<file path="config.mk">
export PLATFORM = sky130hd
export DESIGN_NAME = dosl_slew
export DESIGN_NICKNAME = d
export VERILOG_FILES = /design/src/logic/dosl_pkg.sv /design/src/logic/dosl_slew.sv
export VERILOG_INCLUDE_DIRS = /design/src /design/src/logic
export SDC_FILE = /design/constraint.sdc
export NUM_CORES = 1
export LEC_CHECK = 0
export BUFFER_PORTS_ARGS = -buffer_cell sky130_fd_sc_hd__buf_2
export CAP_MARGIN = 20
export CORE_MARGIN = 3
export CORE_UTILIZATION = 40
export DETAILED_ROUTE_END_ITERATION = 7
export GPL_TIMING_DRIVEN = 0
export PLACE_DENSITY = 0.59
export SLEW_MARGIN = 0
export SYNTH_ARGS = -nofsm -noshare
export SYNTH_HDL_FRONTEND = slang
export SYNTH_SLANG_ARGS = --single-unit
</file>
<file path="constraint.sdc">
create_clock -name pclk -period 6.27 [get_ports pclk]
set_input_delay 0.3135 -clock pclk [delete_from_list [all_inputs] [get_ports pclk]]
set_output_delay 0.3135 -clock pclk [all_outputs]
set_load 0.01 [all_outputs]
</file>
<file path="src/logic/dosl_defs.svh">
// constants for the dac output slew limiter: offsets, fields, resets, timing
// assumes inclusion by the package and the design module only
//
// Behaviour
// slew off: new code applied at once
// slew on: code stepped toward target
// 4-bit rate select, 64 kHz halving, 0.5 Hz
// 3-bit step select, 1 to 256 LSBs
// update rates divided from 13 MHz oscillator
// ramp time = change / (step x rate x lsb)
// slew on: every change ramps, clear included
// clear mid-ramp may skip other channels' ramps; here every channel keeps its own stepper and none skips its ramp
// rate identical for every output range
// host enables slew when hart rate matters
// clear active high, rising edge, clear code
// clear ignored unless channel clear permit set
// last step lands exactly on target
`ifndef DOSL_DEFS_SVH
`define DOSL_DEFS_SVH

// timing
`define DOSL_CLK_MHZ      5'd25
`define DOSL_OSC_MHZ      5'd13
`define DOSL_OSC_HZ       13000000
`define DOSL_BASE_HZ      64000
`define DOSL_BASE_DIV     (`DOSL_OSC_HZ / `DOSL_BASE_HZ)
`define DOSL_PRESC_W      18
`define DOSL_SLOW_EXP     5'd17

// register offsets inside one channel window
`define DOSL_CH_SHIFT     4
`define DOSL_TARGET_OFS   4'h0
`define DOSL_CLRCODE_OFS  4'h4
`define DOSL_CTRL_OFS     4'h8
`define DOSL_STAT_OFS     4'hc

// control fields
`define DOSL_RAMP_ON_BIT  0
`define DOSL_RATE_LSB     4
`define DOSL_INC_LSB      8
`define DOSL_PERMIT_BIT   12
// status fields
`define DOSL_BUSY_BIT     16

// reset values
`define DOSL_CODE_RST     16'h0000
`define DOSL_RATE_RST     4'h0
`define DOSL_INC_RST      3'h0

`endif

</file>
<file path="src/logic/dosl_pkg.sv">
// types and lookup functions of the dac output slew limiter
// assumes dosl_defs.svh is on the include path
package dosl_pkg;
  `include "dosl_defs.svh"

  typedef struct packed {
    logic [15:0] target;
    logic [15:0] applied;
    logic [15:0] clr_code;
    logic        ramp_limit_on;
    logic [3:0]  ramp_update_rate_sel;
    logic [2:0]  ramp_increment_sel;
    logic        channel_clear_permit;
  } dosl_chan_type;

  // lsbs moved per update
  function automatic logic [15:0] dosl_step(input logic [2:0] sel);
    logic [15:0] s;
    s = 16'h0001;
    case (sel)
      3'h0:    s = 16'h0001;
      3'h1:    s = 16'h0002;
      3'h2:    s = 16'h0004;
      3'h3:    s = 16'h0010;
      3'h4:    s = 16'h0020;
      3'h5:    s = 16'h0040;
      3'h6:    s = 16'h0080;
      default: s = 16'h0100;
    endcase
    return s;
  endfunction : dosl_step

  // halvings of the 64 kHz base; top code skips to 0.5 Hz
  function automatic logic [4:0] dosl_rate_exp(input logic [3:0] sel);
    return (sel == 4'hf) ? `DOSL_SLOW_EXP : {1'b0, sel};
  endfunction : dosl_rate_exp
endpackage : dosl_pkg

</file>
<file path="src/logic/dosl_slew.sv">
// per-channel digital slew limiter with apb register access
// channel n owns a 0x10 byte window: target, clear code, control, status
// assumes apb inputs and clear_in are synchronous to pclk
// assumes a single 25 mhz pclk; the 13 mhz oscillator rate is recreated from it
//
// Our own choices: the address map and register access over APB.
`timescale 1ns/1ps
`include "dosl_defs.svh"

module dosl_slew #(
  parameter int NCH = 4,
  parameter int AW  = 8
) (
  input  wire logic                 pclk,
  input  wire logic                 presetn,
  input  wire logic [AW-1:0]        paddr,
  input  wire logic                 psel,
  input  wire logic                 penable,
  input  wire logic                 pwrite,
  input  wire logic [31:0]          pwdata,
  output logic      [31:0]          prdata,
  output logic                      pready,
  output logic                      pslverr,
  input  wire logic                 clear_in,
  output logic      [NCH*16-1:0]    dac_code,
  output logic      [NCH-1:0]       ramp_busy
);
  import dosl_pkg::*;

  // channel index width; base divider end count (oscillator / 64 khz, truncated, minus one)
  localparam int CHW = (NCH > 1) ? $clog2(NCH) : 1;
  localparam logic [7:0] BASE_LAST = 8'(`DOSL_BASE_DIV - 1);

  // whole block state in one register; s_next is its combinational copy
  typedef struct packed {
    dosl_chan_type [NCH-1:0]   ch;
    logic [4:0]                osc_acc;
    logic [7:0]                base_cnt;
    logic [`DOSL_PRESC_W-1:0]  presc;
    logic                      clr_q;
    logic [31:0]               rdata;
  } dosl_state_type;

  dosl_state_type s_reg;
  dosl_state_type s_next;

  // address decode shared by read capture and write commit
  logic [CHW-1:0] a_ch;
  logic [3:0]     a_ofs;
  logic           a_hit;
  logic           wr_commit;
  logic           rd_setup;

  always_comb begin
    a_ch  = paddr[`DOSL_CH_SHIFT +: CHW];
    a_ofs = paddr[3:0];
    a_hit = (32'(a_ch) < NCH) && (paddr[1:0] == 2'b00);
    if (AW > `DOSL_CH_SHIFT + CHW) begin
      if ((paddr >> (`DOSL_CH_SHIFT + CHW)) != '0) begin
        a_hit = 1'b0;
      end
    end
  end

  // write commits in the access phase; read data is captured one edge earlier
  assign wr_commit = psel & penable & pwrite & a_hit;
  assign rd_setup  = psel & ~penable & ~pwrite;
  // zero wait states; unmapped access flagged in the access phase
  assign pready    = 1'b1;
  assign pslverr   = psel & penable & ~a_hit;
  assign prdata    = s_reg.rdata;

  always_comb begin
    logic             osc_tick;
    logic             base_tick;
    logic             clr_edge;
    logic             upd;
    logic [5:0]       acc_sum;
    logic [4:0]       ex;
    logic [`DOSL_PRESC_W-1:0] mask;
    logic [15:0]      stp;
    dosl_chan_type    c;
    osc_tick  = 1'b0;
    base_tick = 1'b0;
    clr_edge  = 1'b0;
    upd       = 1'b0;
    acc_sum   = '0;
    ex        = '0;
    mask      = '0;
    stp       = '0;
    c         = '0;
    s_next    = s_reg;

    // 13 mhz oscillator rate recovered from pclk by a 13/25 accumulator
    // pattern repeats every 25 pclk cycles, so base spacing is 390 or 391 cycles
    acc_sum = {1'b0, s_reg.osc_acc} + {1'b0, `DOSL_OSC_MHZ};
    if (acc_sum >= {1'b0, `DOSL_CLK_MHZ}) begin
      osc_tick       = 1'b1;
      s_next.osc_acc = 5'(acc_sum - {1'b0, `DOSL_CLK_MHZ});
    end else begin
      s_next.osc_acc = acc_sum[4:0];
    end

    // integer divide of oscillator ticks down to the 64 khz base
    // the divide truncates, so the base runs a little above 64 khz
    if (osc_tick) begin
      if (s_reg.base_cnt == BASE_LAST) begin
        s_next.base_cnt = '0;
        base_tick       = 1'b1;
      end else begin
        s_next.base_cnt = s_reg.base_cnt + 8'h01;
      end
    end
    // shared power-of-two prescaler, same for every output range
    if (base_tick) begin
      s_next.presc = s_reg.presc + `DOSL_PRESC_W'(1);
    end

    // clear acts on the rising edge only
    s_next.clr_q = clear_in;
    clr_edge     = clear_in & ~s_reg.clr_q;

    for (int i = 0; i < NCH; i++) begin
      // code r fires on every 2^r-th base tick, code 15 on every 2^17-th; phase is shared, not reset by writes,
      // so a new target waits at most one update period for its first step
      c   = s_reg.ch[i];
      ex  = dosl_rate_exp(c.ramp_update_rate_sel);
      mask = (`DOSL_PRESC_W'(1) << ex) - `DOSL_PRESC_W'(1);
      upd = base_tick && ((s_reg.presc & mask) == '0);
      stp = dosl_step(c.ramp_increment_sel);

      // stepping; distance shorter than one step lands on target
      // slew off bypasses the stepper, leaving the rate to the analog stage
      if (!c.ramp_limit_on) begin
        c.applied = c.target;
      end else if (upd && (c.applied != c.target)) begin
        if (c.target > c.applied) begin
          if ((c.target - c.applied) <= stp) begin
            c.applied = c.target;
          end else begin
            c.applied = c.applied + stp;
          end
        end else begin
          if ((c.applied - c.target) <= stp) begin
            c.applied = c.target;
          end else begin
            c.applied = c.applied - stp;
          end
        end
      end

      // software writes take effect at the access edge
      if (wr_commit && (32'(a_ch) == i)) begin
        case (a_ofs)
          `DOSL_TARGET_OFS:  c.target   = pwdata[15:0];
          `DOSL_CLRCODE_OFS: c.clr_code = pwdata[15:0];
          `DOSL_CTRL_OFS: begin
            c.ramp_limit_on        = pwdata[`DOSL_RAMP_ON_BIT];
            c.ramp_update_rate_sel = pwdata[`DOSL_RATE_LSB +: 4];
            c.ramp_increment_sel   = pwdata[`DOSL_INC_LSB +: 3];
            c.channel_clear_permit = pwdata[`DOSL_PERMIT_BIT];
          end
          default: ;
        endcase
      end

      // clear retargets the ramp, so it slews like any change
      // every permitted channel is retargeted in the same cycle with its own
      // stepper, so none skips its ramp even when another one is mid-ramp
      // applied after the software write, so clear wins a same-cycle target write
      if (clr_edge && c.channel_clear_permit) begin
        c.target = c.clr_code;
      end
      s_next.ch[i] = c;
    end

    // read data captured in setup, stable through the access phase
    // unmapped or reserved offsets read as zero; status has no write path
    if (rd_setup) begin
      s_next.rdata = 32'h0000_0000;
      if (a_hit) begin
        c = s_reg.ch[a_ch];
        case (a_ofs)
          `DOSL_TARGET_OFS:  s_next.rdata[15:0] = c.target;
          `DOSL_CLRCODE_OFS: s_next.rdata[15:0] = c.clr_code;
          `DOSL_CTRL_OFS: begin
            s_next.rdata[`DOSL_RAMP_ON_BIT]  = c.ramp_limit_on;
            s_next.rdata[`DOSL_RATE_LSB +: 4] = c.ramp_update_rate_sel;
            s_next.rdata[`DOSL_INC_LSB +: 3]  = c.ramp_increment_sel;
            s_next.rdata[`DOSL_PERMIT_BIT]   = c.channel_clear_permit;
          end
          `DOSL_STAT_OFS: begin
            s_next.rdata[15:0]           = c.applied;
            s_next.rdata[`DOSL_BUSY_BIT] = (c.applied != c.target);
          end
          default: ;
        endcase
      end
    end
  end

  // single state register; reset loads constants only
  // controls reset to slew off, fastest rate, 1 lsb step, clear not permitted
  always_ff @(posedge pclk or negedge presetn) begin
    if (!presetn) begin
      s_reg <= '0;
      for (int i = 0; i < NCH; i++) begin
        s_reg.ch[i].target               <= `DOSL_CODE_RST;
        s_reg.ch[i].applied              <= `DOSL_CODE_RST;
        s_reg.ch[i].clr_code             <= `DOSL_CODE_RST;
        s_reg.ch[i].ramp_update_rate_sel <= `DOSL_RATE_RST;
        s_reg.ch[i].ramp_increment_sel   <= `DOSL_INC_RST;
      end
    end else begin
      s_reg <= s_next;
    end
  end

  // applied codes straight from flops; busy flags decoded from them
  // busy is a compare of two flops, so it drops the cycle the ramp lands
  always_comb begin
    for (int i = 0; i < NCH; i++) begin
      dac_code[i*16 +: 16] = s_reg.ch[i].applied;
      ramp_busy[i]         = s_reg.ch[i].applied != s_reg.ch[i].target;
    end
  end
endmodule : dosl_slew

</file>
==> results.py, run 1 <==
metrics = {
    "synth": {
        "async_flop_share": 1.000,
        "syn_area_um2": 28960,
        "seq_area_frac_synth": 0.2385,
        "netlist_instances": 3445,
        "syn_avg_cell_area_um2": 8.408,
        "ys_warn_count": 0,
        "ys_ff_latch": 276,
        "synth_edf_count": 0,
        "synth_ff_type": "dfrtp_1",
        "post_synth_num_cell_types": 93,
    },
    "sta": {
        "relSlewSlack": 0.2765,
        "fin_crit_ps": 5858,
        "setup_violations": 0,
        "finalCritPeriodShare": 0.9344,
        "skew_ps": 40.15,
        "rsz0062_at_grt": "false",
        "fmax_ghz": 0.1707,
        "drv_slew": 0,
        "worst_slew_pin_slew_ps": 1079,
        "hold_viol_final": 0,
    },
    "floorplanning": {
        "ios": 148,
        "die_area_um2": 75670,
        "core_area_um2": 71610,
        "start_util": 0.4045,
        "rows": 98,
        "die_w_um": 275.1,
        "die_h_um": 275.1,
    },
    "grt": {
        "grt_pass1_vias": 26040,
        "grt_max_degree": 115,
        "grt_use_total": 0.2845,
        "overflow": 0,
        "grt_pass1_wl_mm": 164.6,
        "antenna_found_initial": 7,
    },
    "power": {
        "power.leakage_nw": 15.01,
        "power_w": 0.006081,
        "power_density_nw_per_um2": 189.6,
        "vdd_drop_max_mv": 0.1422,
    },
    "layout": {
        "layout_commonest_cell": "nand2_1",
        "layout_common_cells": "nand2_1 (279), dfrtp_1 (275), ha_1 (257)",
        "synthToLayoutAreaGrowth_pct": 10.76,
        "largest_reg_flops": 195,
        "fillerInstances": 7206,
        "drive_gt1_frac": 0.1396,
        "instances_no_fill": 4594,
        "layout.nets": 3934,
    },
    "setup_path": {
        "r2r_start": "dac_code[19]$_DFFE_PN0P_",
        "path_buf_inv": 3,
        "timing_worst_setup_path_type": "reg2reg",
        "reg2reg_setup_slack_ps": 410,
        "r2r-end": "dac_code[23]$_DFFE_PN0P_",
        "slowest_delay_ps": 620,
        "path_max_fanout": 10,
        "cp.required_ps": 6750,
        "critPathSlowestCell": "a2111oi_1",
        "worst-r2r-cell-count": 20,
        "critPathArrivalTime_ps": 6340,
        "endpoint_kind": "register",
        "crit_family": "compound AO/OA/AOI/OAI gates",
        "critPathLaunchType": "register",
        "path_cells": "clkbuf_1, inv_1, ha_1, buf_2, and3_1, o21a_1, o311ai_0, nor2b_1, xnor2_1, ha_1, o21ai_0, o21a_1, a31oi_1, o221ai_1, o21ai_0, a2111oi_1, nand3_1, o21ai_1, nor2b_1, a211o_1",
    },
    "clocking": {
        "clk_latency_ps": 570,
        "cts_tree": "done",
        "cts_buffer_depth": 3,
        "cts.clk_slew.worst_paths_ps": 60,
        "cts_max_level": 2,
        "cts_root_buf": "clkbuf_16",
        "cts_made_buffers": 34,
        "cts.sinks": 276,
    },
    "drt": {
        "antenna_left": 0,
        "drt_iter0_drc": 2850,
        "drc": 0,
        "route.vias.total": 27720,
        "wl_per_cell_um": 23.99,
        "vias_per_cell": 6.034,
        "wirelength_mm": 110.2,
        "first_pass_iters": 6,
    },
    "place": {
        "numPortBuffers": 111,
        "dp_cells": 4525,
        "gp_congestion": 0.9647,
        "hpwl_mm": 87.41,
    },
    "run": {
        "cap_viol_max_count": 0,
    },
    "min_path": {
        "min-delay-start": "pwdata[12]",
        "min_to": "s_reg[235]$_DFF_PN0_",
        "holdCritPathClass": "in2reg",
        "holdPathStages": 2,
    },
    "run_status": {
        "outcome": "completed",
    },
}
per-layer routing:
layer	vias to the layer above	global-route usage	wire length, µm
met2	1270	0.4303	47090
li1	12820	-	-
met4	6	0.1288	5431
met3	225	0.05041	9485
met5	-	0	32
met1	13400	0.3951	48160
cells by family after synthesis:
| kind of cell | synth area share |
|---|---|
| adder cells (fa/ha/maj) | 0.1224 |
| XOR/XNOR | 0.05292 |
| AO/OA/AOI/OAI | 0.2218 |
| other | 0.0002593 |
| multiplexers | 0.1133 |
| flip-flops | 0.2385 |
| buffers and inverters | 0.08622 |
| AND/OR/NAND/NOR | 0.1646 |
timing repair:
item,CTS,global route
hold endpoints to repair,59,0
hold buffers,2,0
gates resized for setup,0,5
endpoints found under the setup margin,0,21
setup buffers,0,2
through the flow:
stage / cell area (µm²) / hold slack, ps / setup WS [ps] / util / setup TNS, ps
final: 32080 / 114.7 / 411.6 / 0.4480 / 0
after global routing: 32070 / 107.1 / 80.16 / 0.4479 / 0
after CTS: 32050 / 84.00 / 182.5 / 0.4475 / 0
after detailed placement: 30890 / 302.9 / 186.2 / 0.4313 / 0
after global placement: 30760 / 441.1 / -525.3 / 0.4296 / -136890
after floorplan: 29020 / 17.91 / 1574 / - / 0
cells in the mapped netlist, types with 16 or more instances:
library cell  instances  area (µm²)
a22oi_1              18       135.1
mux2i_1              86       860.8
a22o_1               24       210.2
nor4_1               26       162.7
nor2b_1              24       150.1
a21oi_1             218        1091
o31ai_1              22       165.2
a21o_1               67       503.0
a211oi_1             39       292.8
buf_2                22       110.1
nand3b_1             17       127.6
o21ai_0             246        1231
and4_1               19       166.4
nor2_1              189       709.4
mux2_2              101        1137
a2111oi_0            17       148.9
ha_1                257        3216
xnor2_1             138        1209
clkbuf_1            164       615.6
nand4_1              51       319.1
a221oi_1             25       219.0
mux4_2               57        1284
o221ai_1             20       175.2
o21a_1               27       202.7
a211o_1              20       175.2
o22ai_1              27       168.9
or3_1                29       181.4
o21bai_1             25       187.7
nand3_1              76       380.4
nand2_1             279        1047
and2_1               29       181.4
nor3_1               79       395.4
a31oi_1              32       200.2
and3_1               34       212.7
o211ai_1             25       187.7
fa_1                 16       320.3
buf_4               100       750.7
nand2b_1             18       112.6
dfrtp_1             276        6907
xor2_1               37       324.1
inv_1               254       953.4
or2_2                16       100.1
cell type report:
class	instances	area [µm²]	area share
Clock buffer	45	962.2	0.02999
Buffer	296	1523	0.04746
Timing Repair Buffer	120	683.2	0.02129
Tap cell	950	1189	0.03705
Inverter	260	975.9	0.03042
Multi-Input combinational cell	2627	19650	0.6125
Antenna cell	6	15.01	0.0004680
Clock inverter	14	177.7	0.005538
Sequential cell	276	6908	0.2153
where the power goes:
part	total [W]	internal, W	switching [W]
registers	0.00189	0.00180	0.0000840
logic	0.00214	0.000844	0.00129
clock network	0.00205	0.00121	0.000843
total	0.00608	0.00386	0.00222
worst max-delay path by stage:
stage | endpoint | from | slack [ps] | cells after the start
floorplan | dac_code[12]$_DFFE_PN0P_ | dac_code[3]$_DFFE_PN0P_ | 1570 | 21
global placement | dac_code[25]$_DFFE_PN0P_ | presetn | -530 | 1
detailed placement | dac_code[14]$_DFFE_PN0P_ | dac_code[3]$_DFFE_PN0P_ | 190 | 20
CTS | dac_code[14]$_DFFE_PN0P_ | dac_code[3]$_DFFE_PN0P_ | 180 | 20
global route | dac_code[48]$_DFFE_PN0P_ | dac_code[51]$_DFFE_PN0P_ | 80 | 18
finish | dac_code[23]$_DFFE_PN0P_ | dac_code[19]$_DFFE_PN0P_ | 410 | 20
No activity file was read; power rests on OpenSTA's default activity.
==> run 2, diff against run 1 <==
--- a/config.mk
+++ b/config.mk
@@ -13,6 +13,7 @@
 export DETAILED_ROUTE_END_ITERATION = 7
 export GPL_TIMING_DRIVEN = 0
 export PLACE_DENSITY = 0.59
+export RECOVER_POWER = 50
 export SLEW_MARGIN = 0
 export SYNTH_ARGS = -nofsm -noshare
 export SYNTH_HDL_FRONTEND = slang
==> run 2 against run 1 <==
Compared with the run above:
- the run now ends with max-capacitance violations, max-slew violations left
- combinational power is essentially flat
- highest routed layer unchanged
- largest cell class unchanged
- flip-flop and latch count unchanged
- non-clock buffer count stayed put
- register-to-register slack about the same
- utilization decreased by 0.087 points
- global-route usage unchanged
==> results.py, run 2 (synthesis gave the netlist of run 1 again) <==
metrics = {
    "layout": {
        "design_area_um2": 32020,
        "synthToLayoutAreaGrowth_pct": 10.55,
        "largest_reg_flops": 195,
        "layout_common_cells": "nand2_1 (279), dfrtp_1 (276), ha_1 (257)",
        "drive_gt1_frac": 0.1341,
        "instances_no_fill": 4592,
        "layout_commonest_cell": "nand2_1",
        "layout.nets": 3934,
    },
    "drt": {
        "vias_per_cell": 6.053,
        "antenna_left": 0,
        "drt_iter0_drc": 2818,
        "drc": 0,
        "first_pass_iters": 6,
        "wl_per_cell_um": 24.01,
        "wirelength_mm": 110.2,
        "route.vias.total": 27800,
    },
    "clocking": {
        "clk_latency_ps": 570,
        "cts_buffer_depth": 3,
        "cts_tree": "done",
        "cts.sinks": 276,
        "cts_made_buffers": 34,
        "cts.clk_slew.worst_paths_ps": 60,
        "cts_max_level": 2,
        "cts_root_buf": "clkbuf_16",
    },
    "sta": {
        "fin_crit_ps": 5861,
        "finalCritPeriodShare": 0.9348,
        "hold_viol_final": 0,
        "relSlewSlack": -1.491,
        "fmax_ghz": 0.1706,
        "skew_ps": 43.32,
        "drv_slew": 175,
        "setup_violations": 0,
        "rsz0062_at_grt": "false",
        "worst_slew_pin_slew_ps": 3737,
        "fin_tns_setup_ps": 0,
    },
    "floorplanning": {
        "core_area_um2": 71610,
        "die_h_um": 275.1,
        "ios": 148,
        "die_w_um": 275.1,
        "rows": 98,
        "start_util": 0.4045,
        "die_area_um2": 75670,
    },
    "place": {
        "place_area_um2": 30890,
        "hpwl_mm": 87.41,
        "gp_congestion": 0.9647,
        "numPortBuffers": 111,
        "dp_cells": 4525,
    },
    "setup_path": {
        "cp.required_ps": 6690,
        "r2r-end": "dac_code[55]$_DFFE_PN0P_",
        "critPathArrivalTime_ps": 6290,
        "worst-r2r-cell-count": 21,
        "reg2reg_setup_slack_ps": 410,
        "endpoint_kind": "register",
        "path_max_fanout": 10,
        "r2r_start": "dac_code[51]$_DFFE_PN0P_",
        "timing_worst_setup_path_type": "reg2reg",
        "critPathLaunchType": "register",
    },
    "run_status": {
        "violations": "max-capacitance violations, max-slew violations",
        "outcome": "complete, but fails checks",
    },
    "grt": {
        "grt_use_total": 0.2845,
        "overflow": 0,
        "grt_max_degree": 115,
        "grt_pass1_wl_mm": 164.6,
        "antenna_found_initial": 7,
        "grt_pass1_vias": 26040,
    },
    "min_path": {
        "holdCritPathClass": "in2reg",
        "min_to": "s_reg[253]$_DFF_PN0_",
        "holdPathStages": 2,
        "min-delay-start": "pwdata[9]",
    },
    "power": {
        "power_density_nw_per_um2": 189.9,
        "vdd_drop_max_mv": 0.1433,
        "power_w": 0.006081,
        "power.leakage_nw": 14.91,
    },
    "run": {
        "cap_viol_max_count": 2,
    },
}
-- run 2: cell count changes in the layout (fill, tap and decap cells not counted), moves of 2 or more --
cell / change
buf_4: -24
clkbuf_1: +19
buf_2: -17
diode_2: -2
clkbuf_4: +24
-- run 2: worst max path at each step --
stage | from | to | slack (ps) | cells after the start
floorplan | dac_code[3]$_DFFE_PN0P_ | dac_code[12]$_DFFE_PN0P_ | 1570 | 21
global placement | presetn | dac_code[25]$_DFFE_PN0P_ | -530 | 1
detailed placement | dac_code[3]$_DFFE_PN0P_ | dac_code[14]$_DFFE_PN0P_ | 190 | 20
CTS | dac_code[3]$_DFFE_PN0P_ | dac_code[14]$_DFFE_PN0P_ | 180 | 20
global route | dac_code[51]$_DFFE_PN0P_ | dac_code[48]$_DFFE_PN0P_ | 80 | 18
finish | dac_code[51]$_DFFE_PN0P_ | dac_code[55]$_DFFE_PN0P_ | 410 | 21
-- run 2: final cells by class --
cell class | instances | area [µm²]
clock buffers | 45 | 962.2
flip-flops and latches | 276 | 6907
fillers | 7217 | 39590
clock inverters | 14 | 177.7
diodes | 4 | 10.01
repair buffers | 120 | 630.6
plain buffers | 296 | 1519
inverters | 260 | 975.9
multi-input cells | 2627 | 19650
well taps | 950 | 1189
-- run 2: layer usage --
layer	vias up	GRT usage	share of wire
met1	13480	0.3951	0.44
met2	1276	0.4303	0.43
met3	219	0.05041	0.086
li1	12810	-	-
met5	-	0	0.00029
met4	6	0.1288	0.049
-- run 2: critical path, stage by stage, from the launching register on --
cell,delay (ps)
dfrtp_1,400
clkbuf_1,540
inv_1,260
ha_1,360
clkbuf_1,310
and3_1,390
o21a_1,220
o21a_1,120
nor2_1,40
xnor2_1,140
ha_1,330
nand2_1,70
nor2_1,40
a2111oi_0,350
o21ai_0,220
a221oi_1,330
nand4_1,400
and2_1,310
buf_2,190
and2_1,190
a32o_1,210
a211o_1,310
-- run 2: metrics by stage --
stage	utilization	hold slack [ps]	setup WS [ps]
after floorplan	-	17.91	1574
final	0.4471	116.6	409.0
after detailed placement	0.4313	302.9	186.2
after global placement	0.4296	441.1	-525.3
after global routing	0.4471	107.1	82.67
after CTS	0.4475	84.00	182.5
-- run 2: where the power goes --
group	switching, W	leakage [nW]	internal (W)
sequential	0.0000838	3.80	0.00180
clock	0.000848	0.549	0.00121
combinational	0.00129	10.6	0.000841
total	0.00223	14.9	0.00386
-- run 2: what timing repair did --
item,in CTS,in global routing
gates resized for setup,0,5
hold endpoints to repair,59,0
setup buffers,0,2
setup endpoints to repair,0,21
hold buffers,2,0
